**config.mk**
```make
export PLATFORM = sky130hd
export DESIGN_NAME = rhsp_device_flat
export DESIGN_NICKNAME = d
export VERILOG_FILES = /design/src/design/rhsp_pkg.sv /design/src/design/rhsp_if.sv /design/src/design/rhsp_device.sv /design/src/flat_wrapper.sv
export SDC_FILE = /design/constraint.sdc
export NUM_CORES = 1
export LEC_CHECK = 0
export BUFFER_PORTS_ARGS = -buffer_cell sky130_fd_sc_hd__buf_2
export CORE_UTILIZATION = 30
export CTS_CLUSTER_SIZE = 10
export DETAILED_ROUTE_END_ITERATION = 16
export GPL_TIMING_DRIVEN = 0
export PLACE_DENSITY = 0.59
export SYNTH_ARGS = -nofsm -noshare
export SYNTH_HDL_FRONTEND = slang
export SYNTH_SLANG_ARGS = --single-unit
```
**constraint.sdc**
```tcl
create_clock -name clock_i -period 2.1 [get_ports clock_i]
set_clock_uncertainty 0.15 [all_clocks]
set_input_delay 0.105 -clock clock_i [delete_from_list [all_inputs] [get_ports clock_i]]
set_output_delay 0.105 -clock clock_i [all_outputs]
set_load 0.02 [all_outputs]
```
**src/design/rhsp_pkg.sv**
```systemverilog
// Package: shared constants of the radio host serial port.
// Assumes both ends run on one 40 MHz system clock.
package rhsp_pkg;
    localparam int CLK_MHZ = 40;
    localparam int SEL_SETUP_US = 20;
    localparam int SEL_SETUP_CYC = SEL_SETUP_US * CLK_MHZ;
    localparam int LINK_HALF_CYC = 4;
    localparam logic [6:0] REG_DIR_CHAN = 7'h00;
    localparam logic [6:0] REG_PWR_XTAL = 7'h01;
    localparam logic [6:0] REG_DATA_FUNC = 7'h02;
    localparam logic [6:0] REG_LAST_USER = 7'h18;
    localparam logic [7:0] RST_DIR_CHAN = 8'h28;
    localparam logic [7:0] RST_PWR_XTAL = 8'h03;
    localparam logic [7:0] RST_DATA_FUNC = 8'h78;
    localparam int DIR_BIT = 7;
    localparam int CHAN_MSB = 6;
    localparam int PWR_MSB = 4;
    localparam int PWR_LSB = 3;
    localparam int XTAL_MSB = 2;
    localparam int BURST_BIT = 6;
    localparam int RATE_BIT = 5;
    localparam int SCR_BIT = 4;
    localparam int CHK_BIT = 3;
    localparam int KEEP_BIT = 0;
    localparam logic [7:0] MASK_PWR_XTAL = 8'h1F;
    localparam logic [7:0] MASK_DATA_FUNC = 8'h79;
    localparam int WRITE_FLAG_BIT = 7;
endpackage

```
**src/design/rhsp_if.sv**
```systemverilog
// Interface: serial link between host and radio device.
// Assumes the bench resolves the data wire from the two enables.
`timescale 1ns/100ps
interface rhsp_if;
    logic sclk;
    logic select;
    logic data_host;
    logic data_host_oe;
    logic data_dev;
    logic data_dev_oe;
    logic data_line;
    modport dev_mp(input sclk, input select, input data_line,
        output data_dev, output data_dev_oe);
    modport host_mp(output sclk, output select, output data_host, output data_host_oe,
        input data_line);
endinterface

```
**src/design/rhsp_device.sv**
```systemverilog
// Device end: serial port, three config registers, buffer stream path.
// Assumes link pins are asynchronous to clock_i and sampled twice.
// What this block does
// - Select high registers, select low buffer
// - Host keeps select high whole transaction
// - Select low resets; new transaction after high
// - One register per transaction, no increment
// - Bytes move most significant bit first
// - Sample rising edge, shift falling edge
// - First byte: direction bit, 7-bit address
// - Second byte is data; two bytes
// - Host waits 20 us before first bit
// - Select low: read in receive, write transmit
// - Host holds select low during buffer transfer
// - User registers 0x00 to 0x02, reset defaults
// - Register 0 bit 7 is direction
// - Register 0 bits 6..0 channel number
// - Register 1 bits 4..3 transmit power
// - Register 1 bits 2..0 crystal select
// - Host writes zeros to reserved bits
// - Register 2 bit 6 burst mode
// - Register 2 bit 5 air rate
// - Register 2 bit 4 scrambling enable
// - Register 2 bit 3 check code enable
// - Register 2 bit 0 failed-check policy
// - Passing packet raises interrupt; failure none only with check code enabled
`timescale 1ns/100ps
module rhsp_device
    import rhsp_pkg::*;
(
    // Clock and reset
    input wire logic clock_i,
    input wire logic reset_i,
    // Link
    rhsp_if.dev_mp link,
    // Configuration outputs
    output logic transmit_dir_o,
    output logic [6:0] channel_number_o,
    output logic [1:0] tx_power_level_o,
    output logic [2:0] crystal_select_o,
    output logic burst_mode_o,
    output logic air_rate_select_o,
    output logic scramble_en_o,
    output logic check_en_o,
    output logic keep_on_fail_o,
    // Packet buffer stream
    input wire logic [7:0] rx_byte_i,
    output logic rx_byte_take_o,
    output logic [7:0] tx_byte_o,
    output logic tx_byte_valid_o,
    // Received packet check result
    input wire logic pkt_done_i,
    input wire logic pkt_ok_i,
    output logic pkt_irq_o,
    output logic buf_clear_o
);
    typedef struct packed {
        logic [1:0] sclk_s;
        logic [1:0] sel_s;
        logic [1:0] dat_s;
        logic sclk_d;
        logic armed;
        logic [4:0] bitcnt;
        logic [7:0] shin;
        logic [7:0] shout;
        logic is_write;
        logic [6:0] addr;
        logic out_bit;
        logic out_oe;
        logic [7:0] r0;
        logic [7:0] r1;
        logic [7:0] r2;
        logic rx_take;
        logic [7:0] tx_byte;
        logic tx_valid;
        logic irq;
        logic clr;
    } rhsp_dev_t;

    rhsp_dev_t state_reg;
    rhsp_dev_t state_next;

    function automatic logic [7:0] read_reg(input logic [6:0] a, input rhsp_dev_t s);
        case (a)
            REG_DIR_CHAN: read_reg = s.r0;
            REG_PWR_XTAL: read_reg = s.r1;
            REG_DATA_FUNC: read_reg = s.r2;
            default: read_reg = 8'h00;
        endcase
    endfunction

    logic rise;
    logic fall;
    logic sel;
    logic din;
    assign rise = state_reg.sclk_s[1] & ~state_reg.sclk_d;
    assign fall = ~state_reg.sclk_s[1] & state_reg.sclk_d;
    assign sel = state_reg.sel_s[1];
    assign din = state_reg.dat_s[1];

    always_comb begin
        state_next = state_reg;
        state_next.sclk_s = {state_reg.sclk_s[0], link.sclk};
        state_next.sel_s = {state_reg.sel_s[0], link.select};
        state_next.dat_s = {state_reg.dat_s[0], link.data_line};
        state_next.sclk_d = state_reg.sclk_s[1];
        state_next.rx_take = 1'b0;
        state_next.tx_valid = 1'b0;
        state_next.irq = 1'b0;
        state_next.clr = 1'b0;
        if (!sel) begin
            // Select low resets register framing
            state_next.armed = 1'b1;
            state_next.out_oe = 1'b0;
            if (!state_reg.armed) begin
                state_next.bitcnt = 5'h00;
            end
            if (state_reg.armed && state_reg.r2[BURST_BIT]) begin
                if (state_reg.r0[DIR_BIT]) begin
                    if (rise) begin
                        state_next.shin = {state_reg.shin[6:0], din};
                        state_next.bitcnt = state_reg.bitcnt + 5'h01;
                        if (state_reg.bitcnt == 5'h07) begin
                            state_next.tx_byte = {state_reg.shin[6:0], din};
                            state_next.tx_valid = 1'b1;
                            state_next.bitcnt = 5'h00;
                        end
                    end
                end else begin
                    state_next.out_oe = 1'b1;
                    if (fall) begin
                        if (state_reg.bitcnt == 5'h00) begin
                            state_next.shout = {rx_byte_i[6:0], 1'b0};
                            state_next.out_bit = rx_byte_i[7];
                            state_next.rx_take = 1'b1;
                        end else begin
                            state_next.shout = {state_reg.shout[6:0], 1'b0};
                            state_next.out_bit = state_reg.shout[7];
                        end
                        state_next.bitcnt = (state_reg.bitcnt == 5'h07) ? 5'h00
                            : state_reg.bitcnt + 5'h01;
                    end
                end
            end
        end else begin
            // Register transaction while select high
            state_next.armed = 1'b0;
            if (state_reg.armed) begin
                state_next.bitcnt = 5'h00;
                state_next.out_oe = 1'b0;
            end else if (rise && state_reg.bitcnt < 5'h08) begin
                state_next.shin = {state_reg.shin[6:0], din};
                state_next.bitcnt = state_reg.bitcnt + 5'h01;
                if (state_reg.bitcnt == 5'h07) begin
                    state_next.is_write = state_reg.shin[6];
                    state_next.addr = {state_reg.shin[5:0], din};
                    state_next.shout = read_reg({state_reg.shin[5:0], din}, state_reg);
                end
            end else if (rise && state_reg.bitcnt < 5'h10) begin
                state_next.bitcnt = state_reg.bitcnt + 5'h01;
                state_next.shin = {state_reg.shin[6:0], din};
                if (state_reg.bitcnt == 5'h0F && state_reg.is_write) begin
                    case (state_reg.addr)
                        REG_DIR_CHAN: state_next.r0 = {state_reg.shin[6:0], din};
                        REG_PWR_XTAL: state_next.r1 = {state_reg.shin[6:0], din}
                            & MASK_PWR_XTAL;
                        REG_DATA_FUNC: state_next.r2 = {state_reg.shin[6:0], din}
                            & MASK_DATA_FUNC;
                        default: state_next.r0 = state_reg.r0;
                    endcase
                end
            end else if (fall && !state_reg.is_write && state_reg.bitcnt >= 5'h08
                && state_reg.bitcnt < 5'h10) begin
                state_next.out_oe = 1'b1;
                state_next.out_bit = state_reg.shout[7];
                state_next.shout = {state_reg.shout[6:0], 1'b0};
            end else if (fall && state_reg.bitcnt == 5'h10) begin
                state_next.out_oe = 1'b0;
            end
        end
        // Packet check result in burst receive
        if (pkt_done_i && state_reg.r2[BURST_BIT] && !state_reg.r0[DIR_BIT]) begin
            state_next.irq = pkt_ok_i | ~state_reg.r2[CHK_BIT];
            state_next.clr = ~pkt_ok_i & state_reg.r2[CHK_BIT]
                & ~state_reg.r2[KEEP_BIT];
        end
        if (reset_i) begin
            state_next = '0;
            state_next.armed = 1'b1;
            state_next.r0 = RST_DIR_CHAN;
            state_next.r1 = RST_PWR_XTAL;
            state_next.r2 = RST_DATA_FUNC;
        end
    end

    always_ff @(posedge clock_i) begin
        state_reg <= state_next;
    end

    assign link.data_dev = state_reg.out_bit;
    assign link.data_dev_oe = state_reg.out_oe;
    assign transmit_dir_o = state_reg.r0[DIR_BIT];
    assign channel_number_o = state_reg.r0[CHAN_MSB:0];
    assign tx_power_level_o = state_reg.r1[PWR_MSB:PWR_LSB];
    assign crystal_select_o = state_reg.r1[XTAL_MSB:0];
    assign burst_mode_o = state_reg.r2[BURST_BIT];
    assign air_rate_select_o = state_reg.r2[RATE_BIT];
    assign scramble_en_o = state_reg.r2[SCR_BIT] & state_reg.r2[BURST_BIT];
    assign check_en_o = state_reg.r2[CHK_BIT] & state_reg.r2[BURST_BIT];
    assign keep_on_fail_o = state_reg.r2[KEEP_BIT];
    assign rx_byte_take_o = state_reg.rx_take;
    assign tx_byte_o = state_reg.tx_byte;
    assign tx_byte_valid_o = state_reg.tx_valid;
    assign pkt_irq_o = state_reg.irq;
    assign buf_clear_o = state_reg.clr;
endmodule

```
**src/flat_wrapper.sv**
```systemverilog
// flat-port wrapper written by rule: the top's interface ports become plain ports
module rhsp_device_flat import rhsp_pkg::*;
  (clock_i, reset_i, transmit_dir_o, channel_number_o, tx_power_level_o, crystal_select_o, burst_mode_o, air_rate_select_o, scramble_en_o, check_en_o, keep_on_fail_o, rx_byte_i, rx_byte_take_o, tx_byte_o, tx_byte_valid_o, pkt_done_i, pkt_ok_i, pkt_irq_o, buf_clear_o, link_sclk, link_select, link_data_line, link_data_dev, link_data_dev_oe);
  rhsp_if link_i ();
  input wire logic clock_i;
  input wire logic reset_i;
  output logic transmit_dir_o;
  output logic [6:0] channel_number_o;
  output logic [1:0] tx_power_level_o;
  output logic [2:0] crystal_select_o;
  output logic burst_mode_o;
  output logic air_rate_select_o;
  output logic scramble_en_o;
  output logic check_en_o;
  output logic keep_on_fail_o;
  input wire logic [7:0] rx_byte_i;
  output logic rx_byte_take_o;
  output logic [7:0] tx_byte_o;
  output logic tx_byte_valid_o;
  input wire logic pkt_done_i;
  input wire logic pkt_ok_i;
  output logic pkt_irq_o;
  output logic buf_clear_o;
  input wire logic [$bits(link_i.sclk)-1:0] link_sclk;
  input wire logic [$bits(link_i.select)-1:0] link_select;
  input wire logic [$bits(link_i.data_line)-1:0] link_data_line;
  output wire logic [$bits(link_i.data_dev)-1:0] link_data_dev;
  output wire logic [$bits(link_i.data_dev_oe)-1:0] link_data_dev_oe;
  assign link_i.sclk = link_sclk;
  assign link_i.select = link_select;
  assign link_i.data_line = link_data_line;
  assign link_data_dev = link_i.data_dev;
  assign link_data_dev_oe = link_i.data_dev_oe;
  rhsp_device u_core (.clock_i(clock_i), .reset_i(reset_i), .link(link_i), .transmit_dir_o(transmit_dir_o), .channel_number_o(channel_number_o), .tx_power_level_o(tx_power_level_o), .crystal_select_o(crystal_select_o), .burst_mode_o(burst_mode_o), .air_rate_select_o(air_rate_select_o), .scramble_en_o(scramble_en_o), .check_en_o(check_en_o), .keep_on_fail_o(keep_on_fail_o), .rx_byte_i(rx_byte_i), .rx_byte_take_o(rx_byte_take_o), .tx_byte_o(tx_byte_o), .tx_byte_valid_o(tx_byte_valid_o), .pkt_done_i(pkt_done_i), .pkt_ok_i(pkt_ok_i), .pkt_irq_o(pkt_irq_o), .buf_clear_o(buf_clear_o));
endmodule
```
# Yosys cells after proc, flatten, opt, wreduce, memory -nomap -nowiden
# Index checks and enable logic that the tools add are counted.
# totals
reg_bits	68
in_bits	15
word_cells	133
# op_classes
addsub	1
magnitude_cmp	3
eq_ne	20
muxes	38
n_bitwise	20
n_reduce_logical	31
# ops
cell	n
two-way mux 8 bit	8
two-way mux 24 bit	2
two-way mux 21 bit	2
two-way mux 5 bit	6
two-way mux 13 bit	2
two-way mux 26 bit	1
two-way mux 25 bit	1
one-hot mux 8 bit (3 select lines)	1
two-way mux 22 bit	1
!= test 3 bit (second input constant)	6
AND reduction 6 bit	3
two-way mux 16 bit	1
equality test 7 x 1 -> 1 bit (second input constant)	2
equality test 7 x 2 -> 1 bit (second input constant)	2
zero test 7 bit	2
AND reduction 7 bit	2
inverter 1 bit	13
logical AND 1 bit	10
AND reduction 5 bit	2
OR reduction 5 bit	2
two-way mux 1 bit	8
two-way mux 2 bit	4
!= test 2 bit (second input constant)	4
!= test 4 bit (second input constant)	2
other kinds (17)	26

# Logic depth before layout (Yosys ltp)
# logic_depth
word_depth	10
ltp_mapped	8
ltp_nobuf	8

# Least setup slack after synthesis
# Ideal clock, no wire load.
# synth_path
path_kind	reg2reg
start	reg u_core.state_reg[65] (netlist bit)
end	reg u_core.state_reg (netlist bit u_core.air_rate_select_o)
setup_ns	0.072
arrival_time_ns	1.943
slack_ns	-0.065
stages_incl_launch_ff	9
path_buffers	1
cell_sequence	dfxtp_1 > clkbuf_1 > inv_1 > nor2_1 > ha_1 > and4b_1 > nand4_2 > nor3b_2 > mux2i_1
# synth_between
elab_chain_cells	4
elab_cells_between_ends	8
# synth_lines
item	line	source
from (decl)	rhsp_device.sv:80	rhsp_dev_t state_reg;
from (signal assigned)	rhsp_device.sv:197	state_reg <= state_next;
less-than comparator 5 x 4 -> 1 bit	rhsp_device.sv:151	end else if (rise && state_reg.bitcnt < 5'h08) begin
logical AND 1 bit	rhsp_device.sv:151	
inverter 1 bit (no line)	--	
AND reduction 6 bit (no line) *	--	
# Mark *: on every way between the ends. The rest lies on a longest branch, timed or not.
# A chain may end at the register's enable or synchronous reset.

# Worst setup path in the final report
# layout_path
start	reg u_core.state_reg[63] (netlist bit)
end	reg u_core.state_reg[52] (netlist bit)
# layout_between
elab_chain_cells	6
elab_cells_between_ends	20
# layout_lines
item
parallel branches: the longest is 6 deep, another holds >= comparator 5 x 4 -> 1 bit
# Parallel ways; which one is timed is not known. The select of a mux whose other input is x is not followed.

==> results.json <==
{
  "routabilityCongestion": 0.883,
  "synth_common_cells": "dfxtp_1, mux2i_1, nor2_1, buf_4",
  "crit_path_end_kind": "register",
  "port-buffer-count": 46,
  "leakage_nw": 1.73,
  "combPwrFrac_pct": 5.9,
  "cts-root-buf": "clkbuf_8",
  "clkLatencyLatePin_ps": 340,
  "pwr-share-clk_pct": 43.6,
  "detail-route-antenna-nets": 0,
  "hold_path_class": "in2reg",
  "n_antenna_cell": 0,
  "drc": 0,
  "cts_tree": "done",
  "placementRows": 37,
  "clk_transition_reported_paths_ps": 80,
  "cap_violations": 0,
  "dieArea_um2": 11300,
  "synth-main-ff-cell": "dfxtp_1",
  "largest_reg_flops": 36,
  "ys_top_cells_by_area": "dfxtp_1, mux2i_1, buf_4, nor2_1, nor2b_1",
  "setup_ws_ps": -16.2,
  "cts.path.max_buffers": 2,
  "place_ws_ps": -343,
  "violations": "negative setup slack",
  "cts.sinks": 68,
  "nets": 449,
  "synth_top_cell_area_share_pct": 41.7,
  "critPathTopFamily": "simple AND/OR/NAND/NOR gates",
  "drt_iter0_drc": 207,
  "worstPathRequired_ps": 2220,
  "grt_pass1_vias": 2684,
  "cts-htree-levels": 3,
  "p_sw_mw": 0.612,
  "syn_nets": 368,
  "switching_share_pct": 23.6,
  "tns_ps": -16.2,
  "crit_fanout": 7,
  "grt_max_degree": 13,
  "r2r-end": "u_core.state_reg[52]$_SDFFE_PP0P_",
  "startpoint": "u_core.state_reg[63]$_SDFFE_PP0P_",
  "synth-edff-count": 0,
  "ys_seq_area_share_pct": 41.7,
  "timing.hold.ws_ps": 96.7,
  "path_depth": 7,
  "finalCritPeriodShare_pct": 101,
  "yosys.area.top_type": "dfxtp_1",
  "p_per_area_nw_per_um2": 612,
  "vdd_drop_max_v": 0.000312,
  "relSlewSlack_pct": 58.5,
  "p_seq_share_pct": 50.5,
  "layout-drive-gt1-share_pct": 31.7,
  "synth.most_common_cell": "dfxtp_1",
  "fp.dieW_um": 106,
  "dr.pass1.iters": 4,
  "grt_setup_unrepaired": "true",
  "setup_viol": 1,
  "drv_slew": 0,
  "synthCells": 350,
  "drt-vias-per-instance": 4.99,
  "synth_cell_type_count": 55,
  "reg2reg_depth": 7,
  "tightest_slew_ps": 617,
  "crit_path_end": "u_core.state_reg[52]$_SDFFE_PP0P_",
  "clock.fmax_mhz": 473,
  "wire_per_inst_um": 15.1,
  "syn2layout_area_growth_pct": 30.1,
  "period_needed_ps": 2120,
  "hold_violations": 0,
  "crit_chain": "buf_4 -> inv_1 -> ha_1 -> or4b_2 -> nor2_4 -> a22oi_1 -> a31oi_1",
  "crit_buf_inv": 2,
  "grt_overflow": 0,
  "num_vias": 2852,
  "reg2reg_slack_ps": -20,
  "start_kind": "register",
  "worstSetupPathType": "reg2reg",
  "dpl-instance-area_um2": 3680,
  "status": "finished with violations",
  "cp.arrival_ps": 2240,
  "worstHoldPathCells": 4,
  "grt_pass1_wl_um": 14000,
  "ys_async_sr_fraction_pct": 0,
  "coreArea_um2": 10400,
  "ioPinCount": 47,
  "drt_wl_total_um": 8620,
  "syn_area_per_cell_um2": 9.32,
  "grt.total_usage_pct": 15.8,
  "p_int_mw": 1.98,
  "critPathMaxStageDelay_ps": 660,
  "synth_area_um2": 3260,
  "initial_utilization_pct": 31.3,
  "yosys_register_bits": 68,
  "die_h_um": 106,
  "dpl.hpwl_um": 6090,
  "ys_warn_count": 0,
  "cts_made_buffers": 9,
  "r2r-start": "u_core.state_reg[63]$_SDFFE_PP0P_",
  "cpMaxStageDelayCell": "or4b_2",
  "antenna_found_initial": 0,
  "fillers": 1056,
  "design_area_um2": 4240
}
kinds of logic after synthesis:
| kind of cell | synth area share (%) |
|---|---|
| buf+inv | 8.10 |
| mux | 13.3 |
| compound gates | 12.7 |
| flops | 41.7 |
| fa+ha+maj | 1.15 |
| simple gates | 23.0 |
metrics by stage:
stage	std cells	total power, mW	util (%)
finish	572	2.60	40.7
global route	572	2.70	40.7
CTS	566	2.62	40.0
detailed placement	532	1.47	35.3
global placement	532	1.47	35.3
floorplan	350	1.42	-
cells in the final DEF (no fill, tap or decap), drive strengths merged, types with 2 or more instances in the layout:
master       Yosys  layout
a211oi           2       2
a21oi           11      11
a222oi           2       2
a22oi            5       5
a31oi            6       6
and2             4       4
and3             3       3
and4             2       2
and4b            2       2
buf             22      82
clkbuf          18      25
clkinvlp         0       2
dfxtp           68      68
dlygate4sd3      0      14
ha               3       3
inv              8       9
mux2             3       3
mux2i           40      40
nand2           18      18
nand2b           3       3
nand3           10      10
nand3b           5       5
nand4            5       5
nand4bb          3       3
nor2            40      40
nor2b           14      14
nor3             3       3
nor3b            3       3
nor4             2       2
nor4b            3       3
o211ai           2       2
o21ai           11      11
o22ai            2       2
o2bb2ai          2       2
o31ai            3       3
o41ai            7       7
or4b             3       3
timing repair:
item,CTS,global route
buffers inserted,7,6
hold buffers,14,0
pin swaps,6,4
gates resized for setup,25,16
endpoints found under the setup margin,40,32
endpoints found under the hold margin,13,0
power groups by stage:
stage | clock (mW) | combinational [mW] | sequential, mW
2_1_floorplan | 0 | 0.0776 | 1.35
3_3_place_gp | 0 | 0.126 | 1.34
3_5_place_dp | 0 | 0.127 | 1.35
4_1_cts | 1.16 | 0.150 | 1.31
5_1_grt | 1.22 | 0.166 | 1.31
6_report | 1.13 | 0.153 | 1.31
worst reg2reg max path: stages (launching register included):
cell	delay, ps
dfxtp_4	350
buf_4	130
inv_1	70
ha_1	170
or4b_2	660
nor2_4	200
a22oi_1	120
a31oi_1	190
how the worst min path moves through the flow:
stage                  start                                 to
finish               reset_i        u_core.pkt_irq_o$_SDFF_PP0_
global route         reset_i  u_core.state_reg[65]$_SDFFE_PP0P_
CTS                  reset_i  u_core.state_reg[65]$_SDFFE_PP0P_
detailed placement  pkt_ok_i      u_core.buf_clear_o$_SDFF_PP0_
global placement    pkt_ok_i      u_core.buf_clear_o$_SDFF_PP0_
floorplan           pkt_ok_i      u_core.buf_clear_o$_SDFF_PP0_
final cells by class:
type,count,area (um2),share of cell area [%]
clock buffers,11,151,3.57
flip-flops and latches,68,1380,32.5
inverters,8,30.0,0.708
well taps,136,170,4.01
multi-input cells,234,1740,40.9
plain buffers,37,231,5.46
clock inverters,5,58.8,1.39
repair buffers,73,484,11.4
metal layers:
layer	vias up	part of all wire, %	GRT usage (%)
met1	1349	49	21.9
met4	0	1.3	4.56
met2	79	45	24.4
li1	1413	-	-
met5	-	0	0
met3	11	4.6	3.37
Note: power is estimated with default switching activity, not from simulation.
